--- src/wdog_consts.vh ---
/*
 constants for the window watchdog: window lengths in oscillator periods,
 trigger filter and power-up reset timing. assumes a 100 MHz system clock.
*/
`ifndef WDOG_CONSTS_VH
`define WDOG_CONSTS_VH

`define CLK_PERIOD_NS      10
`define LEAD_PERIODS       3922
`define CLOSED_PERIODS     800
`define OPEN_PERIODS       840
`define PULSE_PERIODS      157
`define TRIG_MIN_NS        3000
`define TRIG_MIN_CYCLES    ((`TRIG_MIN_NS + `CLK_PERIOD_NS - 1) / `CLK_PERIOD_NS + 1)
`define POR_TIME_MS        10
`define POR_CYCLES         (`POR_TIME_MS * 1000000 / `CLK_PERIOD_NS)
`define OSC_DIV_DEFAULT    1250

`endif

--- src/window_watchdog_reset.v ---
/*
 window watchdog with active-low reset output and two trigger inputs.
 assumes inputs synchronous to clock_in; oscillator period is a divider
 of clock_in standing in for the resistor-set internal oscillator.
*/
`timescale 1ns/1ns
`include "wdog_consts.vh"

module window_watchdog_reset #(
    parameter OSC_DIV    = `OSC_DIV_DEFAULT,
    parameter POR_CYCLES = `POR_CYCLES
) (
    input  wire clock_in,
    input  wire rst_n_in,
    input  wire falling_trigger_in,
    input  wire rising_trigger_in,
    input  wire low_power_mode_in,
    input  wire power_up_in,
    input  wire silent_wake_in,
    input  wire debug_select_in,
    output reg  reset_n_out,
    output reg  window_open_out
);

    localparam [5:0] S_POR    = 6'h01;
    localparam [5:0] S_LEAD   = 6'h02;
    localparam [5:0] S_CLOSED = 6'h04;
    localparam [5:0] S_OPEN   = 6'h08;
    localparam [5:0] S_PULSE  = 6'h10;
    localparam [5:0] S_OFF    = 6'h20;
    localparam [11:0] LEAD_N   = `LEAD_PERIODS;
    localparam [11:0] CLOSED_N = `CLOSED_PERIODS;
    localparam [11:0] OPEN_N   = `OPEN_PERIODS;
    localparam [11:0] PULSE_N  = `PULSE_PERIODS;
    localparam [15:0] TRIG_N   = `TRIG_MIN_CYCLES;
    // idle pin level per channel: falling channel idles high, rising idles low
    localparam [1:0]  IDLE_LVL = 2'h1;

    wire [1:0]  trig_pin;
    wire [1:0]  chan_hit;
    wire        trig;
    reg  [31:0] osc_cnt;
    reg         osc_tick;
    reg  [31:0] por_cnt;
    reg  [11:0] win_cnt;
    reg  [5:0]  state;
    reg  [5:0]  next_state;
    reg         load;
    wire        off;

    assign off = low_power_mode_in | debug_select_in;

    assign trig_pin = {rising_trigger_in, falling_trigger_in};

    genvar c;
    generate
        for (c = 0; c < 2; c = c + 1)
        begin : g_chan
            reg  [1:0]  sync;
            reg  [15:0] width;
            reg         armed;
            reg         hit;

            // reset to idle level so no false edge follows reset
            always @(posedge clock_in)
            begin
                if (!rst_n_in)
                    sync <= {2{IDLE_LVL[c]}};
                else
                    sync <= {sync[0], trig_pin[c]};
            end

            // idle level arms, held active level past min width fires once
            always @(posedge clock_in)
            begin
                if (!rst_n_in)
                begin
                    width <= 16'h0000;
                    armed <= 1'b0;
                    hit   <= 1'b0;
                end
                else
                begin
                    hit <= 1'b0;
                    if (sync[1] == IDLE_LVL[c])
                    begin
                        width <= 16'h0000;
                        armed <= 1'b1;
                    end
                    else if (armed)
                    begin
                        width <= width + 16'h0001;
                        if (width == TRIG_N)
                        begin
                            hit   <= 1'b1;
                            armed <= 1'b0;
                        end
                    end
                end
            end

            assign chan_hit[c] = hit;
        end
    endgenerate

    // either channel may service the watchdog
    assign trig = |chan_hit;

    always @(posedge clock_in)
    begin
        if (!rst_n_in || load)
        begin
            osc_cnt  <= 32'h00000000;
            osc_tick <= 1'b0;
        end
        else if (osc_cnt == OSC_DIV - 1)
        begin
            osc_cnt  <= 32'h00000000;
            osc_tick <= 1'b1;
        end
        else
        begin
            osc_cnt  <= osc_cnt + 32'h00000001;
            osc_tick <= 1'b0;
        end
    end

    always @*
    begin
        next_state = state;
        load = 1'b0;
        case (state)
            S_POR:
                // hold low for power-up reset time
                if (por_cnt >= POR_CYCLES - 1)
                begin
                    next_state = S_LEAD;
                    load = 1'b1;
                end
            S_LEAD:
                if (trig)
                begin
                    next_state = S_CLOSED;
                    load = 1'b1;
                end
                else if (osc_tick && win_cnt == 12'h001)
                begin
                    next_state = S_PULSE;
                    load = 1'b1;
                end
            S_CLOSED:
                if (trig)
                begin
                    next_state = S_PULSE;
                    load = 1'b1;
                end
                else if (osc_tick && win_cnt == 12'h001)
                begin
                    next_state = S_OPEN;
                    load = 1'b1;
                end
            S_OPEN:
                if (trig)
                begin
                    next_state = S_CLOSED;
                    load = 1'b1;
                end
                else if (osc_tick && win_cnt == 12'h001)
                begin
                    next_state = S_PULSE;
                    load = 1'b1;
                end
            S_PULSE:
                if (osc_tick && win_cnt == 12'h001)
                begin
                    next_state = S_LEAD;
                    load = 1'b1;
                end
            S_OFF:
                next_state = S_OFF;
            default:
            begin
                next_state = S_POR;
                load = 1'b1;
            end
        endcase
        // silent wake level restarts lead window on every cycle it is high, unless off or power_up_in
        if (silent_wake_in && !off)
        begin
            next_state = S_LEAD;
            load = 1'b1;
        end
        // supply ramp or sleep wake starts power-up reset
        if (power_up_in)
        begin
            next_state = S_POR;
            load = 1'b1;
        end
        // off overrides; pre-normal is not off
        if (off)
        begin
            next_state = S_OFF;
            load = (state != S_OFF);
        end
        else if (state == S_OFF)
        begin
            // leaving off re-enters lead, host gets a full lead window
            next_state = S_LEAD;
            load = 1'b1;
        end
    end

    always @(posedge clock_in)
    begin
        if (!rst_n_in)
        begin
            state   <= S_POR;
            por_cnt <= 32'h00000000;
            win_cnt <= 12'h000;
        end
        else
        begin
            state   <= next_state;
            por_cnt <= (next_state == S_POR && !load) ? por_cnt + 32'h00000001 : 32'h00000000;
            if (load)
            begin
                case (next_state)
                    S_LEAD:   win_cnt <= LEAD_N;
                    S_CLOSED: win_cnt <= CLOSED_N;
                    S_OPEN:   win_cnt <= OPEN_N;
                    S_PULSE:  win_cnt <= PULSE_N;
                    default:  win_cnt <= 12'h000;
                endcase
            end
            else if (osc_tick && win_cnt != 12'h000)
                win_cnt <= win_cnt - 12'h001;
        end
    end

    always @(posedge clock_in)
    begin
        if (!rst_n_in)
        begin
            reset_n_out     <= 1'b0;
            window_open_out <= 1'b0;
        end
        else
        begin
            reset_n_out     <= !(next_state == S_POR || next_state == S_PULSE);
            window_open_out <= (next_state == S_OPEN);
        end
    end

endmodule

--- config.mk ---
export PLATFORM = sky130hd
export DESIGN_NAME = window_watchdog_reset
export DESIGN_NICKNAME = d
export VERILOG_FILES = /design/src/window_watchdog_reset.v
export VERILOG_INCLUDE_DIRS = /design/src /design/src/src
export SDC_FILE = /design/constraint.sdc
export NUM_CORES = 1
export LEC_CHECK = 0
export BUFFER_PORTS_ARGS = -buffer_cell sky130_fd_sc_hd__buf_2
export CORE_ASPECT_RATIO = 0.6
export CORE_MARGIN = 4
export CORE_UTILIZATION = 30
export CTS_BUF_LIST = sky130_fd_sc_hd__clkbuf_2
export CTS_CLUSTER_SIZE = 8
export DETAILED_ROUTE_END_ITERATION = 12
export HOLD_SLACK_MARGIN = 0.15
export PLACE_DENSITY = 0.5
export SLEW_MARGIN = 20
export SYNTH_ARGS = -nofsm -noshare
export SYNTH_HDL_FRONTEND = slang
export SYNTH_SLANG_ARGS = --single-unit
--- constraint.sdc ---
create_clock -name clock_in -period 3.04 [get_ports clock_in]
set_input_delay 0.304 -clock clock_in [delete_from_list [all_inputs] [get_ports clock_in]]
set_output_delay 0.304 -clock clock_in [all_outputs]
set_load 0.01 [all_outputs]
======== Word-level counts from Yosys, hierarchy flattened ========
Cells that the tools add are included.
word-level totals
  logic and storage cells ................. 92
  bits in registers ....................... 125
  output and inout bits ................... 2
  bits of input ports ..................... 8
operators by class
  eq/ne operators ......................... 16
  add/sub/neg operators ................... 5
  bitwise gates (word level) .............. 3
  order comparisons ....................... 1
  reduce and logical (&&, ||, !) cells .... 21
  mux-type cells .......................... 31
operators with widths
  kind                   count
  $add 32x1->32 const B  2
  $mux 6                 10
  $pmux 12 s4            1
  $add 16x1->16 const B  2
  $eq 16x9->1 const B    2
  $eq 32x11->1 const B   1
  $ge 32x20->1 const B   1
  $mux 12                2
  $pmux 6 s4             1
  $mux 1                 16
  $eq 12x1->1 const B    1
  $eq 6x1->1 const B     2
  $eq 6x2->1 const B     2
  $eq 6x3->1 const B     2
  $eq 6x4->1 const B     2
  $eq 6x5->1 const B     2
  $reduce_bool 12->1     1
  $sub 12x1->12 const B  1
  $reduce_or 2->1        4
  $eq 6x6->1 const B     1
  $ne 6x6->1 const B     1
  $reduce_or 3->1        2
  $logic_and 1x1->1      4
  $logic_not 1->1        4
  other kinds (7)        10

======== Logic depth before layout (Yosys ltp) ========
  depth after elaboration ................. 12
  depth in mapped cells ................... 12
  gate-level depth less buffers ........... 9

======== Worst setup path after synthesis ========
Ideal clock, no wire load.
  path kind ............................... register -> register
  start ................................... register por_cnt[0]
  end ..................................... register por_cnt[7]
  cell stages (with the launch flop) ...... 11
  buffers on the path ..................... 2
  required time ........................... 2976 ps
  clock period less this slack ............ 2491 ps
  data arrival time ....................... 2427 ps
  setup time .............................. 64 ps
  setup slack ............................. 549 ps
  cells stage by stage .................... dfxtp_1 ha_1 nand4_1 o21ai_0 a311oi_1 o221ai_2 and2_1 buf_6 or4_4 buf_6 nor2_1
between the ends
  longest elaborated chain between the ends .. 10
  elaborated cells on any way between the ends .. 18
  classes of those cells .................. add/sub: 1; order compare: 1; eq/ne: 1; mux: 12; reduce/logical: 3
RTL lines
  element                                        RTL line                     RTL
  start: declaration                             window_watchdog_reset.v:44   reg [31:0] por_cnt;
  start signal: assignment                       window_watchdog_reset.v:224  por_cnt <= (next_state == S_POR && !load) ? por_cnt + 32'h00000001 : 32'h00000000;
  $ge 32x20->1                                   window_watchdog_reset.v:135  if (por_cnt >= POR_CYCLES - 1)
  $mux 6 or $mux 1 (tied branches)               window_watchdog_reset.v:135
  $pmux 6 s4 or $pmux 1 s3 (tied branches)       window_watchdog_reset.v:132  case (state)
  $mux 6 or $mux 1 (tied branches)               window_watchdog_reset.v:188  if (silent_wake_in && !off)
  $mux 6 or $mux 1 (tied branches)               window_watchdog_reset.v:194  if (power_up_in)
  $mux 6 or $mux 1 (tied branches)               window_watchdog_reset.v:205  else if (state == S_OFF)
  $mux 6 or $mux 1 (tied branches)               window_watchdog_reset.v:200  if (off)
  $eq 6x1->1 or $logic_not 1->1 (tied branches)  window_watchdog_reset.v:224
  $logic_and 1x1->1                              window_watchdog_reset.v:224
  $reduce_and 2->1 (no line)                     -
Several ways; a longest one is shown, not always the timed one.
A chain may end at the register's enable or synchronous reset.

======== Final worst setup path ========
  start ................................... register state[3]
  end ..................................... register state[2]
between the ends
  longest elaborated chain between the ends .. 7
  elaborated cells on any way between the ends .. 12
  classes of those cells .................. eq/ne: 6; mux: 5; reduce/logical: 1
RTL lines
  element                                   RTL line                     RTL
  start: declaration                        window_watchdog_reset.v:46   reg [5:0] state;
  start signal: assignment                  window_watchdog_reset.v:223  state <= next_state;
  $eq 6x4->1 or $eq 6x2->1 (tied branches)  window_watchdog_reset.v:132
  $reduce_or 2->1 (no line)                 -
  $pmux 6 s4                                window_watchdog_reset.v:132
  $mux 6                                    window_watchdog_reset.v:188
  $mux 6                                    window_watchdog_reset.v:194
  $mux 6 *                                  window_watchdog_reset.v:205
  $mux 6 *                                  window_watchdog_reset.v:200
Every way passes the cells marked *; elsewhere a longest branch is shown, timed or not.

==> results.yml <==
sta:
  final.min_clock_period_ps: 2703
  setup_tns_ps: 0
  finalClockSkew_ps: 31.06
  max-slew-margin-rel: 0.5715
  drv_slew: 0
  tightestPinTransition_ps: 642.8
  post-route-period-util: 0.8890
  minimum_hold_slack_ps: 265.6
  rsz0062_at_grt: "no"
  fmax_ghz: 0.3700
  final_hold_viol_count: 0
  setup_viol: 0
synthesis:
  netlist.area_leader.share: 0.4519
  synth_area_sq_um: 5538
  syn_avg_cell_area_sq_um: 8.680
  synth_commonest_cells: "126 x sky130_fd_sc_hd__nor2_1, 125 x sky130_fd_sc_hd__dfxtp_1, 59 x sky130_fd_sc_hd__xor2_1, 44 x sky130_fd_sc_hd__nand2_1, 41 x sky130_fd_sc_hd__nand3_1"
  synthesis.yosys.warnings: 0
  synth-main-ff-cell: "sky130_fd_sc_hd__dfxtp_1"
  synthDistinctLibCells: 53
  synthesis.instances: 638
  yosys_register_bits: 125
  synth-edff-count: 0
  ys_async_sr_fraction: 0
  synth_top_cells_by_area: "sky130_fd_sc_hd__dfxtp_1 45%, sky130_fd_sc_hd__xor2_1 9.3%, sky130_fd_sc_hd__nor2_1 8.5%, sky130_fd_sc_hd__xnor2_1 4.1%, sky130_fd_sc_hd__nand3_1 3.7%"
  synth.largest_area_cell: "sky130_fd_sc_hd__dfxtp_1"
  most_used_standard_cell_by_instance_count_after_synthesis: "sky130_fd_sc_hd__nor2_1"
  synth.yosys.seq_area_share: 0.4519
detailed_routing:
  post_drt_via_cell_ratio: 4.717
  wire_per_inst_microns: 12.46
  post-route-drc-count: 0
  route.antenna.remaining_nets: 0
  route.vias.total: 4396
  drt_initial_violations: 300
  drt_first_pass_iters: 4
  wl_microns: 11610
layout:
  num-fill-cells: 1852
  syn_to_final_growth_pct: 12.70
  stdcell_count: 932
  final_cell_area_sq_um: 6241
  layout.area.seq_sq_um: 2502
  nNetsFinal: 698
  multi_input_comb_area_sq_um: 2914
  layout_cells_sized_above_1: 0.08104
global_route:
  all_layer_global_routing_usage: 0.1182
  via_count_of_the_first_global_routing_pass: 4113
  antenna_found_initial: 1
  pin_count_of_the_biggest_net_entering_global_routing: 33
  global_route_wire_length_before_repair_microns: 20070
  globalRoute.totalOverflow: 0
placed_design:
  gp_congestion: 0.8103
  numPortBuffers: 9
  hpwlAfterDp_microns: 8297
  placed_cells: 888
  postPlaceCellArea_sq_um: 5889
clock_tree:
  worstSkewPairLatency_ps: 670
  post_cts_setup_inserts: 0
  cts.repair.resized: 0
  cts-htree-levels: 4
  clk_path_buf_depth: 2
  ctsRootBufferMaster: "sky130_fd_sc_hd__clkbuf_2"
  cts_inserted_buffers: 17
  cts_num_sinks: 125
  cts.reportedPaths.clkPinSlew_ps: 170
  tritoncts: "done"
  holdBufCountCts: 13
worst_setup_path:
  critPathArrivalTime_ps: 3310
  cpPeakStageDelay_ps: 600
  cp-end-kind: "flop"
  r2r.worst_path.cells: 7
  critPathRequiredTime_ps: 3650
  critical_path.startpoint_type: "flop"
  rrSetupSlack_ps: 340
  worstPathCellList: "xor2_1 -> o211ai_1 -> a2111oi_4 -> dlygate4sd3_1 -> nand2_1 -> nor2_1 -> dlygate4sd3_1"
  startpoint_of_the_most_critical_register_to_register_path: "state[3]"
  path_common_cell: "sky130_fd_sc_hd__dlygate4sd3_1"
  path_class: "reg2reg"
  crit-reg2reg-capture: "state[2]"
  crit_path_top_delay_cell: "sky130_fd_sc_hd__dlygate4sd3_1"
  worstPathMaxFanout: 8
job:
  cap_violations: 0
worst_hold_path:
  worstHoldPathType: "in2reg"
  hold_path_end: "state[1]"
  worst_hold_startpoint: "debug_select_in"
  hold-path-cell-count: 5
floorplanning:
  total_die_area_sq_um: 20770
  chipWidth_microns: 183.4
  initial_core_util: 0.3057
  fp.coreArea_sq_um: 18110
  dieHeight_microns: 113.2
  top_level_ports: 10
  fp-row-count: 38
pwr:
  power.density_cell_area_nw_per_um2: 458.0
  power_leakage_uw: 0.002148
  vdd.ir_drop.worst_mv: 0.1920
outcome:
  outcome: "finished, final reports clean"
-- worst max-delay path by stage --
stage | from | to | depth (start not counted)
after detailed placement | debug_select_in | por_cnt[8] | 7
after floorplan | por_cnt[0] | por_cnt[7] | 10
after CTS | state[3] | state[2] | 7
after global routing | state[3] | state[2] | 7
after global placement | debug_select_in | por_cnt[12] | 7
final | state[3] | state[2] | 7
-- report_power, final --
group	total, uW	switching [uW]	internal [uW]
Combinational	139	78.9	60.4
Sequential	1690	23.4	1670
Clock	1030	596	434
Total	2860	698	2160
-- critical path, delay by kind of cell, from the launching register on --
kind / cells / cell delay, ps
compound gates: 2 / 630
xor+xnor: 1 / 230
buf+inv: 2 / 1160
flops: 1 / 530
simple gates: 2 / 120
-- final cells by class --
class                      instances  share of cell area
clock buffer                      18             0.01443
sequential                       125              0.4010
clock inverter                    12             0.02065
tap                              240             0.04812
antenna                            1           0.0004010
multi-input combinational        490              0.4669
inverter                          14            0.008420
timing repair buffer              32             0.04010
-- routing by layer --
| metal | vias up | routed length [microns] | GRT usage |
|---|---|---|---|
| li1 | 2261 | - | - |
| met1 | 2054 | 6420 | 0.1788 |
| met2 | 70 | 4516 | 0.1595 |
| met3 | 11 | 537 | 0.03598 |
| met4 | 0 | 140 | 0.03423 |
| met5 | - | 0 | 0 |
-- cell usage in the layout, fill, tap and decap left out, types with 13 or more instances in the layout --
| master | n |
|---|---|
| sky130_fd_sc_hd__dlygate4sd3_1 | 13 |
| sky130_fd_sc_hd__nor2_1 | 126 |
| sky130_fd_sc_hd__dfxtp_1 | 125 |
| sky130_fd_sc_hd__nor4_1 | 15 |
| sky130_fd_sc_hd__nand3_1 | 41 |
| sky130_fd_sc_hd__inv_1 | 14 |
| sky130_fd_sc_hd__xnor2_1 | 26 |
| sky130_fd_sc_hd__nand2_1 | 44 |
| sky130_fd_sc_hd__xor2_1 | 59 |
| sky130_fd_sc_hd__nor3_1 | 13 |
| sky130_fd_sc_hd__clkbuf_2 | 18 |
| sky130_fd_sc_hd__and3_1 | 19 |
| sky130_fd_sc_hd__nand4_1 | 19 |
| sky130_fd_sc_hd__a21oi_1 | 16 |
-- logic make-up (layout without fill, tap and decap cells) --
kind of cell    count (synthesis)  after routing  synth area share
simple gates                  326            326            0.2897
other cells                     1             13         0.0006772
mux                             1              1          0.001808
compound gates                 56             56           0.06959
flops                         125            125            0.4519
xor+xnor                       85             85            0.1344
fa+ha+maj                      10             10           0.02259
buf+inv                        34             76           0.02937
-- stage by stage --
| stage | setup slack (ps) | util | power [uW] |
|---|---|---|---|
| after floorplan | 549.1 | - | 1809 |
| after global placement | 470.3 | 0.3251 | 1847 |
| after detailed placement | 405.2 | 0.3251 | 1849 |
| after CTS | 356.4 | 0.3444 | 2905 |
| after global routing | 193.9 | 0.3445 | 3004 |
| final | 337.3 | 0.3445 | 2858 |
-- sequential cells by signal, summed over array words and instances, names as in the netlist --
name             cells
g_chan.sync          4
window_open_out      1
osc_tick             1
g_chan.width        32
reset_n_out          1
g_chan.hit           2
osc_cnt             32
win_cnt             12
por_cnt             32
state                6
g_chan.armed         2
Power figures use the tool's default switching activity.
